[src/rtl/pio_pkg.sv]
// Purpose: Shared constants and carriers for the parallel I/O port bank
// Assumes: 16-bit register bus with byte addresses as printed
// Notes: Port A and the extra port C bits exist only on the large variant
package pio_pkg;
   localparam int DATA_W = 16;
   localparam int ADDR_W = 16;
   localparam int SYNC_W = 48;

   localparam logic [15:0] OFS_DIR_A = 16'h02c0;
   localparam logic [15:0] OFS_PINS_A = 16'h02c2;
   localparam logic [15:0] OFS_LATCH_A = 16'h02c4;
   localparam logic [15:0] OFS_DIR_B = 16'h02c6;
   localparam logic [15:0] OFS_PINS_B = 16'h02c8;
   localparam logic [15:0] OFS_LATCH_B = 16'h02cb;
   localparam logic [15:0] OFS_DIR_C = 16'h02cc;
   localparam logic [15:0] OFS_PINS_C = 16'h02ce;
   localparam logic [15:0] OFS_LATCH_C = 16'h02d0;
   localparam logic [15:0] OFS_ANALOG_CFG = 16'h02a0;

   localparam logic [15:0] IMPL_A = 16'hf6c0;
   localparam logic [15:0] IMPL_B = 16'hffff;
   localparam logic [15:0] IMPL_C_SMALL = 16'he006;
   localparam logic [15:0] IMPL_C_LARGE = 16'he01e;
   localparam logic [15:0] NONE_MASK = 16'h0000;

   localparam logic [15:0] DIR_RST_A = 16'hf6c0;
   localparam logic [15:0] DIR_RST_B = 16'hffff;
   localparam logic [15:0] DIR_RST_C_SMALL = 16'he006;
   localparam logic [15:0] DIR_RST_C_LARGE = 16'he01e;
   localparam logic [15:0] LATCH_RST = 16'h0000;
   localparam logic [15:0] ANALOG_RST = 16'h0000;
   localparam logic [15:0] RDATA_RST = 16'h0000;

   typedef logic [DATA_W-1:0] word_t;

   typedef struct packed {
      logic [ADDR_W-1:0] addr;
      word_t wdata;
      logic wr;
      logic rd;
   } bus_req_t;

   typedef struct packed {
      word_t en;
      word_t active;
      word_t out;
   } periph_t;

   typedef struct packed {
      word_t out;
      word_t oe;
   } pad_drive_t;

   typedef struct packed {
      word_t dir;
      word_t lat;
   } port_regs_t;
endpackage

[src/rtl/pio_sync2.sv]
// Purpose: Two-flop level synchroniser for pad inputs
// Assumes: Single clock, clock enable freezes both stages
// Notes: First stage feeds only the second stage
`timescale 1ns/1ps
module pio_sync2 #(
   parameter int W = 48
) (
   input wire logic core_clk,
   input wire logic nrst,
   input wire logic ce,
   input wire logic [W-1:0] d,
   output logic [W-1:0] q
);
   typedef struct packed {
      logic [W-1:0] meta;
      logic [W-1:0] stable;
   } sync_state_t;

   sync_state_t s_q;
   sync_state_t s_d;

   if (W < 1) begin : g_bad_width
      $error("pio_sync2: width must be at least one");
   end

   always_comb begin
      s_d = s_q;
      if (ce) begin
         s_d.meta = d;
         s_d.stable = s_q.meta;
      end
   end

   always_ff @(posedge core_clk or negedge nrst) begin
      if (!nrst) begin
         s_q <= '0;
      end else begin
         s_q <= s_d;
      end
   end

   assign q = s_q.stable;
endmodule

[src/rtl/parallel_io_port_bank.sv]
// Purpose: Parallel I/O ports A, B and C with peripheral pin sharing
// Assumes: Pads and peripherals synchronous to core_clk; plain register port
// Notes: Pad drive is registered, so a peripheral change reaches the pad one cycle on, a register write two cycles on
//
// Functional notes
// - Driving peripheral disables port driver, pin readable
// - Idle enabled peripheral leaves pin to port
// - Each pin has direction, level, latch registers
// - Direction one is input, zero drives latch
// - All pins come out of reset as inputs
// - Latch reads return latch, writes update latch
// - Level reads return pins, writes update latch
// - Unimplemented bits read back as zero
// - Peripheral wins pad data and enable muxes
// - Input-only shared pins get no output override
// - Analog configured pins read zero on level
// - Digital input pins are not routed to converter
// - Port A implements 15-12, 10, 9, 7, 6
// - Small variant has no port A at all
// - Port B implements all sixteen bits
// - Port C bit set depends on variant
//
// Local design decision: the plain strobed port.
`timescale 1ns/1ps
module parallel_io_port_bank #(
   parameter int unsigned LARGE_VARIANT = 1,
   parameter logic [15:0] OVR_MASK_A = 16'hffff,
   parameter logic [15:0] OVR_MASK_B = 16'hffff,
   parameter logic [15:0] OVR_MASK_C = 16'hffff
) (
   input wire logic core_clk,
   input wire logic nrst,
   input wire logic ce,
   input wire pio_pkg::bus_req_t bus_req,
   output pio_pkg::word_t rd_data,
   input wire pio_pkg::word_t pad_in_a,
   input wire pio_pkg::word_t pad_in_b,
   input wire pio_pkg::word_t pad_in_c,
   input wire pio_pkg::periph_t periph_a,
   input wire pio_pkg::periph_t periph_b,
   input wire pio_pkg::periph_t periph_c,
   output pio_pkg::pad_drive_t pad_a,
   output pio_pkg::pad_drive_t pad_b,
   output pio_pkg::pad_drive_t pad_c,
   output pio_pkg::word_t adc_route
);
   localparam logic [15:0] IMPL_A_V = (LARGE_VARIANT == 1) ?
      pio_pkg::IMPL_A : pio_pkg::NONE_MASK;
   localparam logic [15:0] IMPL_C_V = (LARGE_VARIANT == 1) ?
      pio_pkg::IMPL_C_LARGE : pio_pkg::IMPL_C_SMALL;
   localparam logic [15:0] DIR_RST_A_V = pio_pkg::DIR_RST_A & IMPL_A_V;
   localparam logic [15:0] DIR_RST_C_V = (LARGE_VARIANT == 1) ?
      pio_pkg::DIR_RST_C_LARGE : pio_pkg::DIR_RST_C_SMALL;

   if (LARGE_VARIANT > 1) begin : g_bad_variant
      $error("parallel_io_port_bank: LARGE_VARIANT must be 0 or 1");
   end

   typedef struct packed {
      pio_pkg::port_regs_t a;
      pio_pkg::port_regs_t b;
      pio_pkg::port_regs_t c;
      pio_pkg::word_t analog;
      pio_pkg::word_t rdata;
      pio_pkg::pad_drive_t pa;
      pio_pkg::pad_drive_t pb;
      pio_pkg::pad_drive_t pc;
      pio_pkg::word_t adc;
   } state_t;

   localparam state_t STATE_RST = '{
      a: '{dir: DIR_RST_A_V, lat: pio_pkg::LATCH_RST},
      b: '{dir: pio_pkg::DIR_RST_B, lat: pio_pkg::LATCH_RST},
      c: '{dir: DIR_RST_C_V, lat: pio_pkg::LATCH_RST},
      analog: pio_pkg::ANALOG_RST,
      rdata: pio_pkg::RDATA_RST,
      pa: '{out: pio_pkg::LATCH_RST, oe: pio_pkg::NONE_MASK},
      pb: '{out: pio_pkg::LATCH_RST, oe: pio_pkg::NONE_MASK},
      pc: '{out: pio_pkg::LATCH_RST, oe: pio_pkg::NONE_MASK},
      adc: pio_pkg::NONE_MASK
   };

   state_t s_q;
   state_t s_d;
   logic [pio_pkg::SYNC_W-1:0] pads_sync;
   pio_pkg::word_t lvl_a;
   pio_pkg::word_t lvl_b;
   pio_pkg::word_t lvl_c;

   // Masked store keeps absent bits at zero without per-read masking
   function automatic pio_pkg::word_t masked_write(
      input pio_pkg::word_t wdata,
      input pio_pkg::word_t impl
   );
      masked_write = wdata & impl;
   endfunction

   function automatic pio_pkg::pad_drive_t pad_mux(
      input pio_pkg::port_regs_t regs,
      input pio_pkg::periph_t per,
      input pio_pkg::word_t impl,
      input pio_pkg::word_t ovr
   );
      pio_pkg::word_t own;
      own = per.en & per.active & ovr & impl;
      pad_mux.out = (own & per.out) | (~own & regs.lat & impl);
      pad_mux.oe = own | (~own & ~regs.dir & impl);
   endfunction

   function automatic logic hit(
      input logic [pio_pkg::ADDR_W-1:0] addr,
      input logic [pio_pkg::ADDR_W-1:0] ofs
   );
      hit = (addr == ofs);
   endfunction

   pio_sync2 #(
      .W(pio_pkg::SYNC_W)
   ) u_sync (
      .core_clk(core_clk),
      .nrst(nrst),
      .ce(ce),
      .d({pad_in_a, pad_in_b, pad_in_c}),
      .q(pads_sync)
   );

   assign lvl_a = pads_sync[47:32] & IMPL_A_V;
   assign lvl_b = pads_sync[31:16] & pio_pkg::IMPL_B & ~s_q.analog;
   assign lvl_c = pads_sync[15:0] & IMPL_C_V;

   always_comb begin
      s_d = s_q;
      if (ce) begin
         s_d.rdata = pio_pkg::RDATA_RST;
         if (bus_req.wr) begin
            if (hit(bus_req.addr, pio_pkg::OFS_DIR_A)) begin
               s_d.a.dir = masked_write(bus_req.wdata, IMPL_A_V);
            end
            if (hit(bus_req.addr, pio_pkg::OFS_PINS_A) ||
                hit(bus_req.addr, pio_pkg::OFS_LATCH_A)) begin
               s_d.a.lat = masked_write(bus_req.wdata, IMPL_A_V);
            end
            if (hit(bus_req.addr, pio_pkg::OFS_DIR_B)) begin
               s_d.b.dir = masked_write(bus_req.wdata, pio_pkg::IMPL_B);
            end
            if (hit(bus_req.addr, pio_pkg::OFS_PINS_B) ||
                hit(bus_req.addr, pio_pkg::OFS_LATCH_B)) begin
               s_d.b.lat = masked_write(bus_req.wdata, pio_pkg::IMPL_B);
            end
            if (hit(bus_req.addr, pio_pkg::OFS_DIR_C)) begin
               s_d.c.dir = masked_write(bus_req.wdata, IMPL_C_V);
            end
            if (hit(bus_req.addr, pio_pkg::OFS_PINS_C) ||
                hit(bus_req.addr, pio_pkg::OFS_LATCH_C)) begin
               s_d.c.lat = masked_write(bus_req.wdata, IMPL_C_V);
            end
            if (hit(bus_req.addr, pio_pkg::OFS_ANALOG_CFG)) begin
               s_d.analog = masked_write(bus_req.wdata, pio_pkg::IMPL_B);
            end
         end
         if (bus_req.rd) begin
            case (bus_req.addr)
               pio_pkg::OFS_DIR_A: begin
                  s_d.rdata = s_q.a.dir;
               end
               pio_pkg::OFS_PINS_A: begin
                  s_d.rdata = lvl_a;
               end
               pio_pkg::OFS_LATCH_A: begin
                  s_d.rdata = s_q.a.lat;
               end
               pio_pkg::OFS_DIR_B: begin
                  s_d.rdata = s_q.b.dir;
               end
               pio_pkg::OFS_PINS_B: begin
                  s_d.rdata = lvl_b;
               end
               pio_pkg::OFS_LATCH_B: begin
                  s_d.rdata = s_q.b.lat;
               end
               pio_pkg::OFS_DIR_C: begin
                  s_d.rdata = s_q.c.dir;
               end
               pio_pkg::OFS_PINS_C: begin
                  s_d.rdata = lvl_c;
               end
               pio_pkg::OFS_LATCH_C: begin
                  s_d.rdata = s_q.c.lat;
               end
               pio_pkg::OFS_ANALOG_CFG: begin
                  s_d.analog = s_d.analog;
                  s_d.rdata = s_q.analog;
               end
               default: begin
                  s_d.rdata = pio_pkg::RDATA_RST;
               end
            endcase
         end
         s_d.pa = pad_mux(s_q.a, periph_a, IMPL_A_V, OVR_MASK_A);
         s_d.pb = pad_mux(s_q.b, periph_b, pio_pkg::IMPL_B, OVR_MASK_B);
         s_d.pc = pad_mux(s_q.c, periph_c, IMPL_C_V, OVR_MASK_C);
         s_d.adc = s_q.analog;
      end
   end

   always_ff @(posedge core_clk or negedge nrst) begin
      if (!nrst) begin
         s_q <= STATE_RST;
      end else begin
         s_q <= s_d;
      end
   end

   assign rd_data = s_q.rdata;
   assign pad_a = s_q.pa;
   assign pad_b = s_q.pb;
   assign pad_c = s_q.pc;
   assign adc_route = s_q.adc;
endmodule

[config.mk]
export PLATFORM = sky130hd
export DESIGN_NAME = parallel_io_port_bank
export DESIGN_NICKNAME = d
export VERILOG_FILES = /design/src/rtl/pio_pkg.sv /design/src/rtl/pio_sync2.sv /design/src/rtl/parallel_io_port_bank.sv
export SDC_FILE = /design/constraint.sdc
export NUM_CORES = 1
export LEC_CHECK = 0
export BUFFER_PORTS_ARGS = -buffer_cell sky130_fd_sc_hd__buf_2
export CAP_MARGIN = 40
export CORE_ASPECT_RATIO = 1.25
export CORE_MARGIN = 4
export CORE_UTILIZATION = 55
export DETAILED_ROUTE_END_ITERATION = 10
export GPL_ROUTABILITY_DRIVEN = 0
export GPL_TIMING_DRIVEN = 0
export PLACE_DENSITY = 0.85
export SLEW_MARGIN = 20
export SYNTH_ARGS = -nofsm -noshare
export SYNTH_HDL_FRONTEND = slang
export SYNTH_SLANG_ARGS = --single-unit
[constraint.sdc]
create_clock -name core_clk -period 3.3 [get_ports core_clk]
set_input_delay 0.66 -clock core_clk [delete_from_list [all_inputs] [get_ports core_clk]]
set_output_delay 0.66 -clock core_clk [all_outputs]
set_load 0.02 [all_outputs]
After elaboration in Yosys (flattened, before gate mapping)
Index checks and enable logic that the tools add are counted.
Cells by class
  equal/unequal tests: 10
  mux-type cells: 4
  bitwise operators: 26
  reductions and logical operators: 9
Operators with widths (count)
  AND 16 bit: 13
  equality test 16 x 10 -> 1 bit, second input constant: 10
  one-hot mux 16 bit (10 select lines): 1
  NOT 16 bit: 7
  bitwise OR 16 bit: 6
  2-to-1 mux 16 bit: 3
  AND reduction 3 bit: 6
  logical OR 1 bit: 3
Word-level totals
  bits in registers: 302
  bits of input ports: 229
  output and inout bits: 128
  word-level logic and storage cells: 66

Longest topological paths before layout
  depth after elaboration: 4
  mapped depth: 8
  gate-level depth less buffers: 5

Cells and area by module
A second synthesis with hierarchy kept.
Unflattened totals
  cell total of the unflattened synthesis: 1075
  area, all modules: 13231.4 um^2
By module, submodules not included
  parallel_io_port_bank: instances 1, cells an instance 824, area each 9106.2 um^2, seq. area each 4342.9 um^2
  pio_sync2: instances 1, cells an instance 251, area each 4125.2 um^2, seq. area each 2402.3 um^2

Worst setup path before layout
Ideal clock, no wire load.
  kind: input-to-reg
  start point: in bus_req[31] (netlist bit)
  end point: reg s_q[181] (netlist bit)
  data arrival time: 2624 ps
  data required time: 3175 ps
  slack: 551 ps
  stages: 7
  path buffers: 2
  cell sequence: or4_1 buf_4 nor3_4 nand3_2 nor4b_4 buf_6 mux2_4
On the way
  longest elaborated chain between the ends: 3
  elaborated cells on any way between the ends: 4
RTL lines
  from (decl): RTL line parallel_io_port_bank.sv:34  | input wire pio_pkg::bus_req_t bus_req,
  equality test 16 x 10 -> 1 bit: RTL line parallel_io_port_bank.sv:114  | hit = (addr == ofs);
  logical OR 1 bit (*): RTL line parallel_io_port_bank.sv:146  | if (hit(bus_req.addr, pio_pkg::OFS_PINS_B) ||
  AND reduction 3 bit (no line) (*)
  to (signal assigned): RTL line parallel_io_port_bank.sv:208  | s_q <= STATE_RST;
  to (signal assigned): RTL line parallel_io_port_bank.sv:210  | s_q <= s_d;
  to (decl): RTL line parallel_io_port_bank.sv:83  | state_t s_q;
Mark *: on every way between the ends. The rest lies on a longest branch, timed or not.
A chain may end at the register's enable or synchronous reset.

Worst setup path after layout
  start point: in bus_req[26] (netlist bit)
  end point: reg s_q[186] (netlist bit)
The elaborated chain is that of the path after synthesis.

==> results.json <==
{
  "yosysTopAreaCellShare": 0.453,
  "netlist_area_mm2": 0.0112,
  "clock_skew_ns": 0.00946,
  "grt_pass1_wl_um": 48800,
  "grt_max_degree": 104,
  "critPathMaxFanout": 10,
  "p_leak_nw": 6.54,
  "clock_sinks": 234,
  "route.detailed.drc": 0,
  "ys_ff_latch": 234,
  "async_flop_share": 1.00,
  "avgSynthCellArea_um2": 11.6,
  "root_buffer": "clkbuf_16",
  "ios": 357,
  "antenna_found_initial": 6,
  "finalHoldViolCount": 0,
  "hpwl_um": 24600,
  "slew_viol_final": 0,
  "syn_to_final_growth_pct": 24.1,
  "yosysSeqAreaShare": 0.525,
  "die-area_mm2": 0.0228,
  "synth.top_cells.by_area": "dfrtp_1, mux2_2, buf_4",
  "clkSlewWorstSetupHoldPaths_ns": 0.06,
  "grt_pass1_vias": 8823,
  "place_inst": 1530,
  "die_w_um": 136,
  "setup_viol": 0,
  "rsz0062_at_grt": "false",
  "vias": 8699,
  "finalNetCount": 1517,
  "critPathRequiredTime_ns": 3.69,
  "slew_headroom": 0.390,
  "synth_edf_count": 0,
  "cp.arrival_ns": 3.18,
  "rows": 58,
  "drtIter0Drc": 724,
  "peakVddDrop_mv": 0.305,
  "fillers": 1440,
  "yosys_warnings": 0,
  "ant_nets": 0,
  "drive_gt1_frac": 0.481,
  "period_share": 0.844,
  "endpoint_kind": "flip-flop",
  "cts-htree-levels": 1,
  "port_buffers": 253,
  "start_util": 0.558,
  "final_cell_mix": "buf_2, dfrtp_1, mux2_2",
  "clk_path_buf_depth": 3,
  "stdcell_count": 1579,
  "coreArea_mm2": 0.0201,
  "powerDensity_mw_per_mm2": 479,
  "cp-start-kind": "primary input",
  "syn_inst": 969,
  "viasPerCell": 5.51,
  "timing.final.crit_period_ns": 2.79,
  "first_pass_iters": 5,
  "tightest_slew_ns": 0.907,
  "status": "completed",
  "synth_cell_types": 60,
  "hold_path.class": "primary input to flip-flop",
  "final_common_cell": "buf_2",
  "crit_type": "primary input to flip-flop",
  "track_usage": 0.275,
  "cts_buffers": 23,
  "grt.overflow.total": 0,
  "tritoncts": "yes",
  "insertion_delay_ns": 0.51,
  "tns_ns": 0,
  "synth_flop_cell": "dfrtp_1",
  "max_clock_freq_ghz": 0.359,
  "max_cap_violations": 0,
  "yosys.area.top_type": "dfrtp_1",
  "wl_per_cell_um": 20.3,
  "drt_wl_total_um": 32100,
  "fp.dieH_um": 168
}
## worst paths after layout
check	slack, ns	endpoint	start	cells after the start
max	0.51	s_q[186]	bus_req[26]	8
min	0.38	u_sync.s_q[89]	pad_in_a[9]	2
max reg2reg	1.79	rd_data[4]	u_sync.q[4]	3
min reg2reg	0.49	u_sync.q[23]	u_sync.s_q[71]	2
max in group asynchronous	1.44	s_q[162]	nrst	5
min in group asynchronous	0.50	pad_b[21]	nrst	2
## synthesized netlist by cell type, types with 3 or more instances
cell,instances
a211oi_1,3
a21oi_1,34
a221o_1,5
a221oi_1,4
a222oi_1,3
a22o_1,3
a22oi_1,15
a2bb2oi_1,5
a31oi_1,31
a32oi_1,7
and2_1,4
buf_2,5
buf_4,129
clkbuf_1,35
dfrtp_1,203
dfstp_2,31
inv_1,22
mux2_2,138
mux2_4,10
mux2i_1,31
nand2_1,63
nand2b_1,14
nand3_1,5
nand3b_1,3
nand4_1,5
nor2_1,73
nor2b_1,3
nor4_1,7
nor4b_1,3
o21ai_0,27
o22ai_1,8
o311ai_0,5
## repair_timing
action                                 in CTS  in global routing
hold buffers                                1                  0
setup buffers                               0                  0
endpoints found under the hold margin       1                  0
gates resized for setup                     0                  0
## routing by layer
layer / wire length (µm) / part of all wire / GRT usage / vias to the layer above
li1: - / - / - / 3919
met2: 15900 / 0.49 / 0.469 / 498
met1: 12000 / 0.37 / 0.342 / 4185
met5: 54 / 0.0017 / 0 / -
met3: 2910 / 0.091 / 0.0565 / 93
met4: 1250 / 0.039 / 0.107 / 4
## report_power, final
group          switching, mW  internal, mW
sequential            0.0827          3.00
clock                   1.11          1.78
combinational          0.378         0.313
total                   1.57          5.09
## worst max-delay path, cell delays in order
cell and delay (ns):
buf_2 0.10, or4b_1 0.57, clkbuf_1 0.26, nor3_4 0.24
nand3_2 0.17, nor4b_4 0.55, buf_6 0.28, mux2_4 0.32
## through the flow
| stage | power [mW] | area, µm² | setup slack (ns) | hold WS [ns] | utilization |
|---|---|---|---|---|---|
| 3_3_place_gp | 3.77 | 12900 | -2.31 | 0.462 | 0.644 |
| 2_1_floorplan | 3.49 | 11300 | 0.551 | 0.364 | - |
| 6_report | 6.67 | 13900 | 0.515 | 0.380 | 0.693 |
| 3_5_place_dp | 3.81 | 13100 | 0.00930 | 0.436 | 0.649 |
| 4_1_cts | 6.70 | 13900 | 0.434 | 0.367 | 0.692 |
| 5_1_grt | 6.89 | 13900 | 0.326 | 0.373 | 0.693 |
## sequential cells by signal, indices dropped and copies added (netlist names)
name	cells
rd_data	16
u_sync.s_q	31
adc_route	16
s_q	78
pad_c	14
pad_b	32
u_sync.q	31
pad_a	16
## cell families after synthesis
logic type,share of synthesized area
muxes,0.180
xor gates and xnor gates,0.00156
AOI/OAI and AO/OA,0.0924
and+or+nand+nor,0.0919
DFF,0.525
other,0.000334
buffers and inverters,0.109
## layout make-up
type	count	area, µm²	share of cell area
Multi-Input combinational cell	575	4230	0.304
Clock buffer	29	648	0.0465
Sequential cell	234	5890	0.423
Antenna cell	5	12.5	0.000898
Tap cell	270	338	0.0243
Clock inverter	12	196	0.0141
Timing Repair Buffer	261	1390	0.0997
Inverter	22	82.6	0.00593
Buffer	171	1140	0.0818
Power figures use the tool's default switching activity.
